<file path="config.mk">
export PLATFORM = sky130hd
export DESIGN_NAME = pm_ctrl
export DESIGN_NICKNAME = d
export VERILOG_FILES = /design/src/rtl/pm_ctrl_pkg.sv /design/src/rtl/pm_ctrl.sv /design/src/rtl/sync_bit.sv
export VERILOG_INCLUDE_DIRS = /design/src /design/src/rtl
export SDC_FILE = /design/constraint.sdc
export NUM_CORES = 1
export LEC_CHECK = 0
export BUFFER_PORTS_ARGS = -buffer_cell sky130_fd_sc_hd__buf_4
export CORE_ASPECT_RATIO = 1.4
export CORE_UTILIZATION = 52
export DETAILED_ROUTE_END_ITERATION = 6
export GPL_TIMING_DRIVEN = 0
export PLACE_DENSITY = 0.76
export SLEW_MARGIN = 5
export SYNTH_ARGS = -nofsm -noshare
export SYNTH_HDL_FRONTEND = slang
export SYNTH_SLANG_ARGS = --single-unit
</file>
<file path="constraint.sdc">
create_clock -name clock -period 1.8 [get_ports clock]
set_input_delay 0.27 -clock clock [delete_from_list [all_inputs] [get_ports clock]]
set_output_delay 0.27 -clock clock [all_outputs]
set_load 0.005 [all_outputs]
</file>
<file path="src/rtl/pm_ctrl_defines.svh">
// Timing counts and reset values for the power management sequencer.
// Assumes a single 20 MHz bus clock; included by its bare name.
`ifndef PM_CTRL_DEFINES_SVH
`define PM_CTRL_DEFINES_SVH
`define SYNC_STAGES 2
`define SAVE_CYCLES 4'h4
`define CNT_ZERO 4'h0
`endif

</file>
<file path="src/rtl/pm_ctrl_pkg.sv">
// Types shared by the power management sequencer files.
// Assumes the defines header is compiled alongside.
package pm_ctrl_pkg;
   typedef enum logic [2:0] {
      st_normal,
      st_save,
      st_smm_ack,
      st_smm_run,
      st_grant_ack,
      st_grant,
      st_sleep
   } pm_state_t;
endpackage

</file>
<file path="src/rtl/pm_ctrl.sv">
// Sequencer for system management interrupt and clock halt requests.
// Assumes request pins are asynchronous; bus clock always running.
// How it works
// Interrupt request may arrive anytime, unrelated to clock.
// Accepted interrupt saves execution state, then enters management mode.
// After entry, issue acknowledge on bus, then run handler.
// Interrupt low at reset release tri-states all outputs; only outputs_tristate is raised, the other outputs stay driven.
// Clock halt request moves normal execution into grant state.
// Entering grant drives a grant acknowledge on the bus.
// Grant gates core clocks; bus and interrupt unit clocks stay on.
// Grant still answers snoops and services interrupts.
// Withdrawn halt request restores clocks and resumes execution.
// Halt request leaves bus clock untouched; treated as asynchronous.
// Sleep request in grant enters sleep; removal returns to grant.
// Sleep ignores snoops and interrupts; only reset or removal act.
// All three requests pass a two-flop synchroniser first.
// State machine normal, grant, sleep; reset returns to normal.
`timescale 1ns/1ns
`include "pm_ctrl_defines.svh"
module pm_ctrl
   import pm_ctrl_pkg::*;
(
   input wire logic clock,
   input wire logic rst_n,
   input wire logic sys_mgmt_irq_n,
   input wire logic clock_halt_req_n,
   input wire logic sleep_req_n,
   input wire logic handler_done,
   input wire logic snoop_req,
   input wire logic intr_req,
   output logic save_state,
   output logic sys_mgmt_mode,
   output logic smi_ack_cycle,
   output logic handler_fetch,
   output logic grant_ack_cycle,
   output logic core_clk_en,
   output logic bus_clk_en,
   output logic local_interrupt_ctrl_clk_en,
   output logic snoop_ack,
   output logic intr_ack,
   output logic outputs_tristate
);
   ////////////////////////////////////////////////////////////////////////
   typedef struct packed
   {
      pm_state_t fsm_reg;
      logic [3:0] cnt_reg;
      logic in_reset_reg;
      logic tri_reg;
      logic save_reg;
      logic mode_reg;
      logic smi_ack_reg;
      logic fetch_reg;
      logic grant_ack_reg;
      logic core_en_reg;
      logic bus_en_reg;
      logic lic_en_reg;
      logic snoop_ack_reg;
      logic intr_ack_reg;
   } pm_st_t;
   pm_st_t s_reg;
   pm_st_t s_next;
   logic smi_n_sync;
   logic halt_n_sync;
   logic sleep_n_sync;
   ////////////////////////////////////////////////////////////////////////
   // Pins are not timed to clock, so nothing reads them raw
   // Syncs run through reset so the strap level is valid at release
   sync_bit smi_sync
   (
      .clock(clock),
      .async_in(sys_mgmt_irq_n),
      .sync_out(smi_n_sync)
   );
   sync_bit halt_sync
   (
      .clock(clock),
      .async_in(clock_halt_req_n),
      .sync_out(halt_n_sync)
   );
   sync_bit sleep_sync
   (
      .clock(clock),
      .async_in(sleep_req_n),
      .sync_out(sleep_n_sync)
   );
   ////////////////////////////////////////////////////////////////////////
   always_comb
   begin
      s_next = s_reg;
      s_next.in_reset_reg = 1'h0;
      // Acknowledges drop each cycle; snoop and interrupt acks in grant follow their request level
      s_next.smi_ack_reg = 1'h0;
      s_next.grant_ack_reg = 1'h0;
      s_next.snoop_ack_reg = 1'h0;
      s_next.intr_ack_reg = 1'h0;
      // Strap caught on first edge after release; synchronised level
      if (s_reg.in_reset_reg)
      begin
         s_next.tri_reg = !smi_n_sync;
      end
      case (s_reg.fsm_reg)
         st_normal:
         begin
            // Interrupt outranks halt; both pending handles smi first, except on the strap cycle after reset release
            if (!smi_n_sync && !s_reg.in_reset_reg)
            begin
               s_next.fsm_reg = st_save;
               s_next.save_reg = 1'h1;
               s_next.cnt_reg = `SAVE_CYCLES;
            end
            // Sleep alone is ignored outside grant
            else if (!halt_n_sync)
            begin
               s_next.fsm_reg = st_grant_ack;
               s_next.grant_ack_reg = 1'h1;
            end
         end
         st_save:
         begin
            // Fixed length, so the handler never sees a half save
            s_next.cnt_reg = s_reg.cnt_reg - 4'h1;
            if (s_reg.cnt_reg == 4'h1)
            begin
               s_next.save_reg = 1'h0;
               s_next.mode_reg = 1'h1;
               s_next.fsm_reg = st_smm_ack;
            end
         end
         st_smm_ack:
         begin
            s_next.smi_ack_reg = 1'h1;
            s_next.fetch_reg = 1'h1;
            s_next.fsm_reg = st_smm_run;
         end
         st_smm_run:
         begin
            // Halt waits here until the handler is done
            if (handler_done)
            begin
               s_next.fetch_reg = 1'h0;
               s_next.mode_reg = 1'h0;
               s_next.fsm_reg = st_normal;
            end
         end
         st_grant_ack:
         begin
            // Core stops only once the acknowledge is on the bus
            s_next.core_en_reg = 1'h0;
            s_next.fsm_reg = st_grant;
         end
         st_grant:
         begin
            s_next.snoop_ack_reg = snoop_req;
            s_next.intr_ack_reg = intr_req;
            // Halt release beats sleep in the same cycle
            if (halt_n_sync)
            begin
               s_next.core_en_reg = 1'h1;
               s_next.fsm_reg = st_normal;
            end
            else if (!sleep_n_sync)
            begin
               s_next.bus_en_reg = 1'h0;
               s_next.lic_en_reg = 1'h0;
               s_next.fsm_reg = st_sleep;
            end
         end
         st_sleep:
         begin
            // Snoops and interrupts dropped here by design
            if (sleep_n_sync)
            begin
               s_next.bus_en_reg = 1'h1;
               s_next.lic_en_reg = 1'h1;
               s_next.fsm_reg = st_grant;
            end
         end
         default:
         begin
            s_next.fsm_reg = st_normal;
         end
      endcase
      // Reset last so it overrides every state
      if (!rst_n)
      begin
         s_next.fsm_reg = st_normal;
         s_next.cnt_reg = `CNT_ZERO;
         s_next.in_reset_reg = 1'h1;
         s_next.tri_reg = 1'h0;
         s_next.save_reg = 1'h0;
         s_next.mode_reg = 1'h0;
         s_next.smi_ack_reg = 1'h0;
         s_next.fetch_reg = 1'h0;
         s_next.grant_ack_reg = 1'h0;
         s_next.core_en_reg = 1'h1;
         s_next.bus_en_reg = 1'h1;
         s_next.lic_en_reg = 1'h1;
         s_next.snoop_ack_reg = 1'h0;
         s_next.intr_ack_reg = 1'h0;
      end
   end
   ////////////////////////////////////////////////////////////////////////
   always_ff @(posedge clock)
   begin
      s_reg <= s_next;
   end
   ////////////////////////////////////////////////////////////////////////
   // Outputs come straight from registers, no glue after them
   assign save_state = s_reg.save_reg;
   assign sys_mgmt_mode = s_reg.mode_reg;
   assign smi_ack_cycle = s_reg.smi_ack_reg;
   assign handler_fetch = s_reg.fetch_reg;
   assign grant_ack_cycle = s_reg.grant_ack_reg;
   assign core_clk_en = s_reg.core_en_reg;
   assign bus_clk_en = s_reg.bus_en_reg;
   assign local_interrupt_ctrl_clk_en = s_reg.lic_en_reg;
   assign snoop_ack = s_reg.snoop_ack_reg;
   assign intr_ack = s_reg.intr_ack_reg;
   assign outputs_tristate = s_reg.tri_reg;
endmodule

</file>
<file path="src/rtl/sync_bit.sv">
// Two-flop synchroniser for one asynchronous level.
// Assumes the input has no relation to clock.
`timescale 1ns/1ns
module sync_bit
(
   input wire logic clock,
   input wire logic async_in,
   output logic sync_out
);
   typedef struct packed
   {
      logic meta_reg;
      logic out_reg;
   } sync_st_t;
   sync_st_t state_reg;
   sync_st_t state_next;
   // First flop is read only by the second
   // No reset: the pin level must carry across reset release
   always_comb
   begin
      state_next.meta_reg = async_in;
      state_next.out_reg = state_reg.meta_reg;
   end
   always_ff @(posedge clock)
   begin
      state_reg <= state_next;
   end
   assign sync_out = state_reg.out_reg;
endmodule
</file>
* Word-level counts from Yosys, hierarchy flattened
Cells that the tools add are included.
Operators by class: add/sub/neg operators 1, eq/ne operators 16, mux-type cells 29, bitwise logic cells 2, reduce and logical (&&, ||, !) cells 18
Operators by type and width (number):
- two-way mux 3 bit | 7
- one-hot mux 3 bit (7 select lines) | 1
- two-way mux 12 bit | 1
- two-way mux 2 bit | 5
- inequality test 2 bit, second input constant | 5
- nonzero test 2 bit | 5
- == test 3 bit, second input constant | 3
- two-way mux 1 bit | 8
- one-hot mux 1 bit (2 select lines) | 4
- one-hot mux 4 bit (2 select lines) | 1
- AND reduction 2 bit | 4
- == test 3 x 2 -> 1 bit, second input constant | 2
- inequality test 3 bit, second input constant | 2
- AND reduction 3 bit | 2
- AND reduction 5 bit | 1
- == test 4 x 1 -> 1 bit, second input constant | 1
- two-way mux 4 bit | 1
- inequality test 2 x 1 -> 1 bit, second input constant | 2
- one-hot mux 2 bit (2 select lines) | 1
- AND reduction 4 bit | 1
- subtractor 4 x 1 -> 4 bit, second input constant | 1
- == test 3 x 1 -> 1 bit, second input constant | 1
- zero test 3 bit | 1
- OR reduction 3 bit | 1
- 3 further kinds | 5
Storage, ports and cells: flip-flop bits (word level) 25, input port bits 8, output and inout bits 11, word-level logic and storage cells 86

* Logic depth before layout (Yosys ltp)
depth after elaboration 5, gate-level depth with buffers 5, mapped depth without buffers 5

* Hierarchy
From an unflattened synthesis, not the netlist that was laid out.
Unflattened totals: cell total of the unflattened synthesis 99, area, all modules 943.4 µm²
Modules (own cells, without submodules):
- pm_ctrl | times used 1, cells each 93, area an instance 823.3 µm², seq. area each 360.3 µm²
- sync_bit | times used 3, cells each 2, area an instance 40.0 µm², seq. area each 40.0 µm²

* Worst setup path after synthesis
No wires, ideal clock.
path kind reg2reg, start register s_reg[12] in the netlist's numbering, end register s_reg[18] in the netlist's numbering, setup time 0.058 ns, arrival time 1.431 ns, required time 1.742 ns, setup slack 0.311 ns, stages on the path, launching flop included 5, path buffers 0, period minus slack after synthesis 1.489 ns, cells stage by stage dfxtp_1 -> ha_1 -> or3b_4 -> a2111oi_4 -> o221a_2
On the way: cells in the longest elaborated chain, start to end 3
RTL lines:
- from (decl) | line pm_ctrl.sv:61 | pm_st_t s_reg;
- from (signal assigned) | line pm_ctrl.sv:206 | s_reg <= s_next;
- == test 4 x 1 -> 1 bit | line pm_ctrl.sv:123 | if (s_reg.cnt_reg == 4'h1)
- inequality test 2 bit (no line)
- AND reduction 5 bit (no line)
No other way between the ends. A chain may end at the register's enable or synchronous reset.

* Worst setup path after layout
Same ends and word-level chain as after synthesis.

==> metrics <==
clock skew 16.9 ps; Final Worst Setup Slack 185 ps; sum of routed wire length over all layers 2050 µm; number of remaining DRC errors 0; leak pwr 0.000487 µW; Placement Cell Area 1160 µm²; main combinational cell family by area after synthesis compound AO/OA/AOI/OAI gates; Initial Util 56.3%; Ant. Diodes 0; Std-Cell Core Area between 1500 and 2000 µm²; Ports 19; total count of max-transition violations in the final report 0; Die Span X approximately 39 µm; total instance count after detailed placement 142; min-delay worst type in -> reg; startpoint type of the worst setup path register; WS Path Type reg -> reg; via count of the first global-routing pass 778; buffer cell driving the clock tree root sky130_fd_sc_hd__clkbuf_4; total gr overflow 0; overall die height 53.9 µm; final number of hold-violating endpoints 0; number of buffers inserted for hold repair after clock tree synthesis 0; share of cells above drive strength 1 a little under a quarter; area fraction in and, or, nand and nor cells after synthesis 20.1%; Pre-Repair DR Iteration Count 4; number of different library cells in the post-synthesis netlist 38; Port-buffer cells 18; placement-stage worst setup slack 228 ps; multi-input logic area 465 µm²; number of vias after detailed routing 868; number of DRC markers after the initial detailed-route iteration 23; endpoint required time on the critical path 2090 ps; Largest register FFs 8; post-synthesis instance total 104; source-to-sink clock delay at the later pin of the worst-skew pair 330 ps; total die area 2110 µm²; Max-Cap Viols 0; area added between synthesis and finish 21.2%; transition time at the pin with the least slew margin 483 ps; # setup viols final 0; TritonCTS sink count 24; Critical Path End Type register; gp weighted congestion 0.832; Post-layout nets 137; pin count of the biggest net entering global routing 15; filler cell count in the final layout 150; share of the synthesized area in the top cell type 48.0%; Total Neg Setup Slack 0 ps; Vias/cell between 5 and 6; hpwl dp 1440 µm; share of the synthesized area in compound gates (AO/OA/AOI/OAI) 23.9%; fmax 619 MHz; run status completed; biggest area consumer among synthesized cells sky130_fd_sc_hd__dfxtp_1; cells taking the most area after synthesis sky130_fd_sc_hd__dfxtp_1, sky130_fd_sc_hd__o21ai_0, sky130_fd_sc_hd__a21oi_1; number of buffers inserted during clock tree synthesis 3; Avg Inst Size Synth 9.62 µm²; Worst Hold Margin 27.6 ps; worst supply voltage drop on vdd about 0.77 mV; relative max-transition margin around two thirds; deepest clock path buffer count 2; Arrival @ worst endpoint 1910 ps; non-filler instance count after layout 146; area share of fa/ha/maj cells after synthesis between 2 and 3%; number of H-tree levels 1; setup repair after global routing missed its margin no; number of nets with antenna violations after routing 0; number of antenna violations at the first check in global routing 0; Site Rows 18; CTS tree built; finished layout cell area 1210 µm²; synthesized net count ~110; Wirelength per Cell 14.1 µm; number of gates resized after CTS 0; mux contribution to synthesized area 0%; Final Cycle Share about nine tenths; total global routing track utilization 23.9%; area share of xor/xnor cells in the synthesized design 0%; wire length of the first global-routing pass between 3000 and 4000 µm; Cell Area, Synth around 1000 µm²; Synthesis Warnings 0; synthesis-stage register bit count 24; register area about 480 µm²; Pwr per Cell Area roughly 1200 nW/µm²; Final min period 1620 ps; register area share after synthesis 48.0%; clock-pin transition on the worst setup and hold timing paths approximately 140 ps; post-CTS setup buffer count 0; biggest fanout along the worst timing path 5
==> power by group <==
part | internal [µW] | total (µW) | switching, µW
sequential | 609 | 676 | 66.9
combinational | 217 | 443 | 226
clock | 226 | 391 | 166
total | 1050 | 1510 | 459
==> through the flow <==
stage,util [%],total power [µW]
6_report,68.2,1510
5_1_grt,68.2,1600
4_1_cts,68.2,1520
3_5_place_dp,65.3,1130
3_3_place_gp,65.3,1120
2_1_floorplan,-,982
==> cells in the mapped netlist <==
cell type                   instances
sky130_fd_sc_hd__or3b_4             1
sky130_fd_sc_hd__inv_1              5
sky130_fd_sc_hd__o211a_1            2
sky130_fd_sc_hd__or3_1              3
sky130_fd_sc_hd__o211ai_1           1
sky130_fd_sc_hd__o31ai_1            2
sky130_fd_sc_hd__nor2b_1            2
sky130_fd_sc_hd__o21ai_0            9
sky130_fd_sc_hd__nand2_1            4
sky130_fd_sc_hd__a211oi_1           1
sky130_fd_sc_hd__o21ba_2            1
sky130_fd_sc_hd__a2bb2oi_1          1
sky130_fd_sc_hd__clkbuf_1           3
sky130_fd_sc_hd__nor2_1             7
sky130_fd_sc_hd__o2111a_1           1
sky130_fd_sc_hd__nand4bb_1          1
sky130_fd_sc_hd__nor4bb_1           1
sky130_fd_sc_hd__a31oi_1            3
sky130_fd_sc_hd__clkinv_1           1
sky130_fd_sc_hd__nor3b_1            1
sky130_fd_sc_hd__nand3_1            1
sky130_fd_sc_hd__nor4_1             3
sky130_fd_sc_hd__a21oi_1            6
sky130_fd_sc_hd__dfxtp_1           24
sky130_fd_sc_hd__and4_1             2
sky130_fd_sc_hd__nand3b_1           4
sky130_fd_sc_hd__nand2b_1           1
sky130_fd_sc_hd__a2111oi_4          1
sky130_fd_sc_hd__buf_2              2
sky130_fd_sc_hd__buf_4              1
sky130_fd_sc_hd__ha_1               2
sky130_fd_sc_hd__nor3_1             1
sky130_fd_sc_hd__o21a_1             1
sky130_fd_sc_hd__or2_1              1
sky130_fd_sc_hd__o2111ai_1          1
sky130_fd_sc_hd__o221a_2            1
sky130_fd_sc_hd__a221o_1            1
sky130_fd_sc_hd__buf_1              1
==> critical path, stage by stage (launching register included) <==
cell and delay [ps]:
sky130_fd_sc_hd__dfxtp_1 420, sky130_fd_sc_hd__ha_1 180, sky130_fd_sc_hd__or3b_4 410, sky130_fd_sc_hd__a2111oi_4 350, sky130_fd_sc_hd__o221a_2 210
==> cells by family (layout without fill, tap and decap cells) <==
logic type	count (synthesis)	count (layout)
flops	24	24
fa+ha+maj	2	2
compound gates	32	32
simple gates	33	33
buf+inv	13	35
==> final cells by class <==
class / count / area share, %
Tap cell: 20 / 2.06
Buffer: 7 / 2.68
Clock inverter: 1 / 2.47
Sequential cell: 24 / 39.6
Clock buffer: 3 / 1.86
Multi-Input combinational cell: 67 / 38.4
Timing Repair Buffer: 18 / 11.1
Inverter: 6 / 1.86
==> placed cells by master, fill, tap and decap left out, drive strengths merged, types with 3 or more instances in the layout <==
| cell | synthesis | routed |
|---|---|---|
| a21oi | 6 | 6 |
| a31oi | 3 | 3 |
| buf | 4 | 22 |
| clkbuf | 3 | 6 |
| dfxtp | 24 | 24 |
| inv | 5 | 5 |
| nand2 | 4 | 4 |
| nand3b | 4 | 4 |
| nor2 | 7 | 7 |
| nor4 | 3 | 3 |
| o21ai | 9 | 9 |
| or3 | 3 | 3 |
==> path summary, 6_finish.rpt <==
path	from	end	slack (ps)	cells past startpoint
min	sys_mgmt_irq_n	smi_sync.state_next[0]	30	1
min reg2reg	sleep_sync.state_next[0]	sleep_sync.sync_out	340	0
max	s_reg[12]	s_reg[18]	180	4
max reg2reg	s_reg[12]	s_reg[18]	180	4
==> routing by layer <==
metal,vias to the layer above,wire (µm),global-route usage (%)
met3,9,68,2.48
met5,-,0,0
met1,401,871,29.6
met4,0,93,17.2
met2,25,1020,37.5
li1,433,-,-
Power figures use the tool's default switching activity.
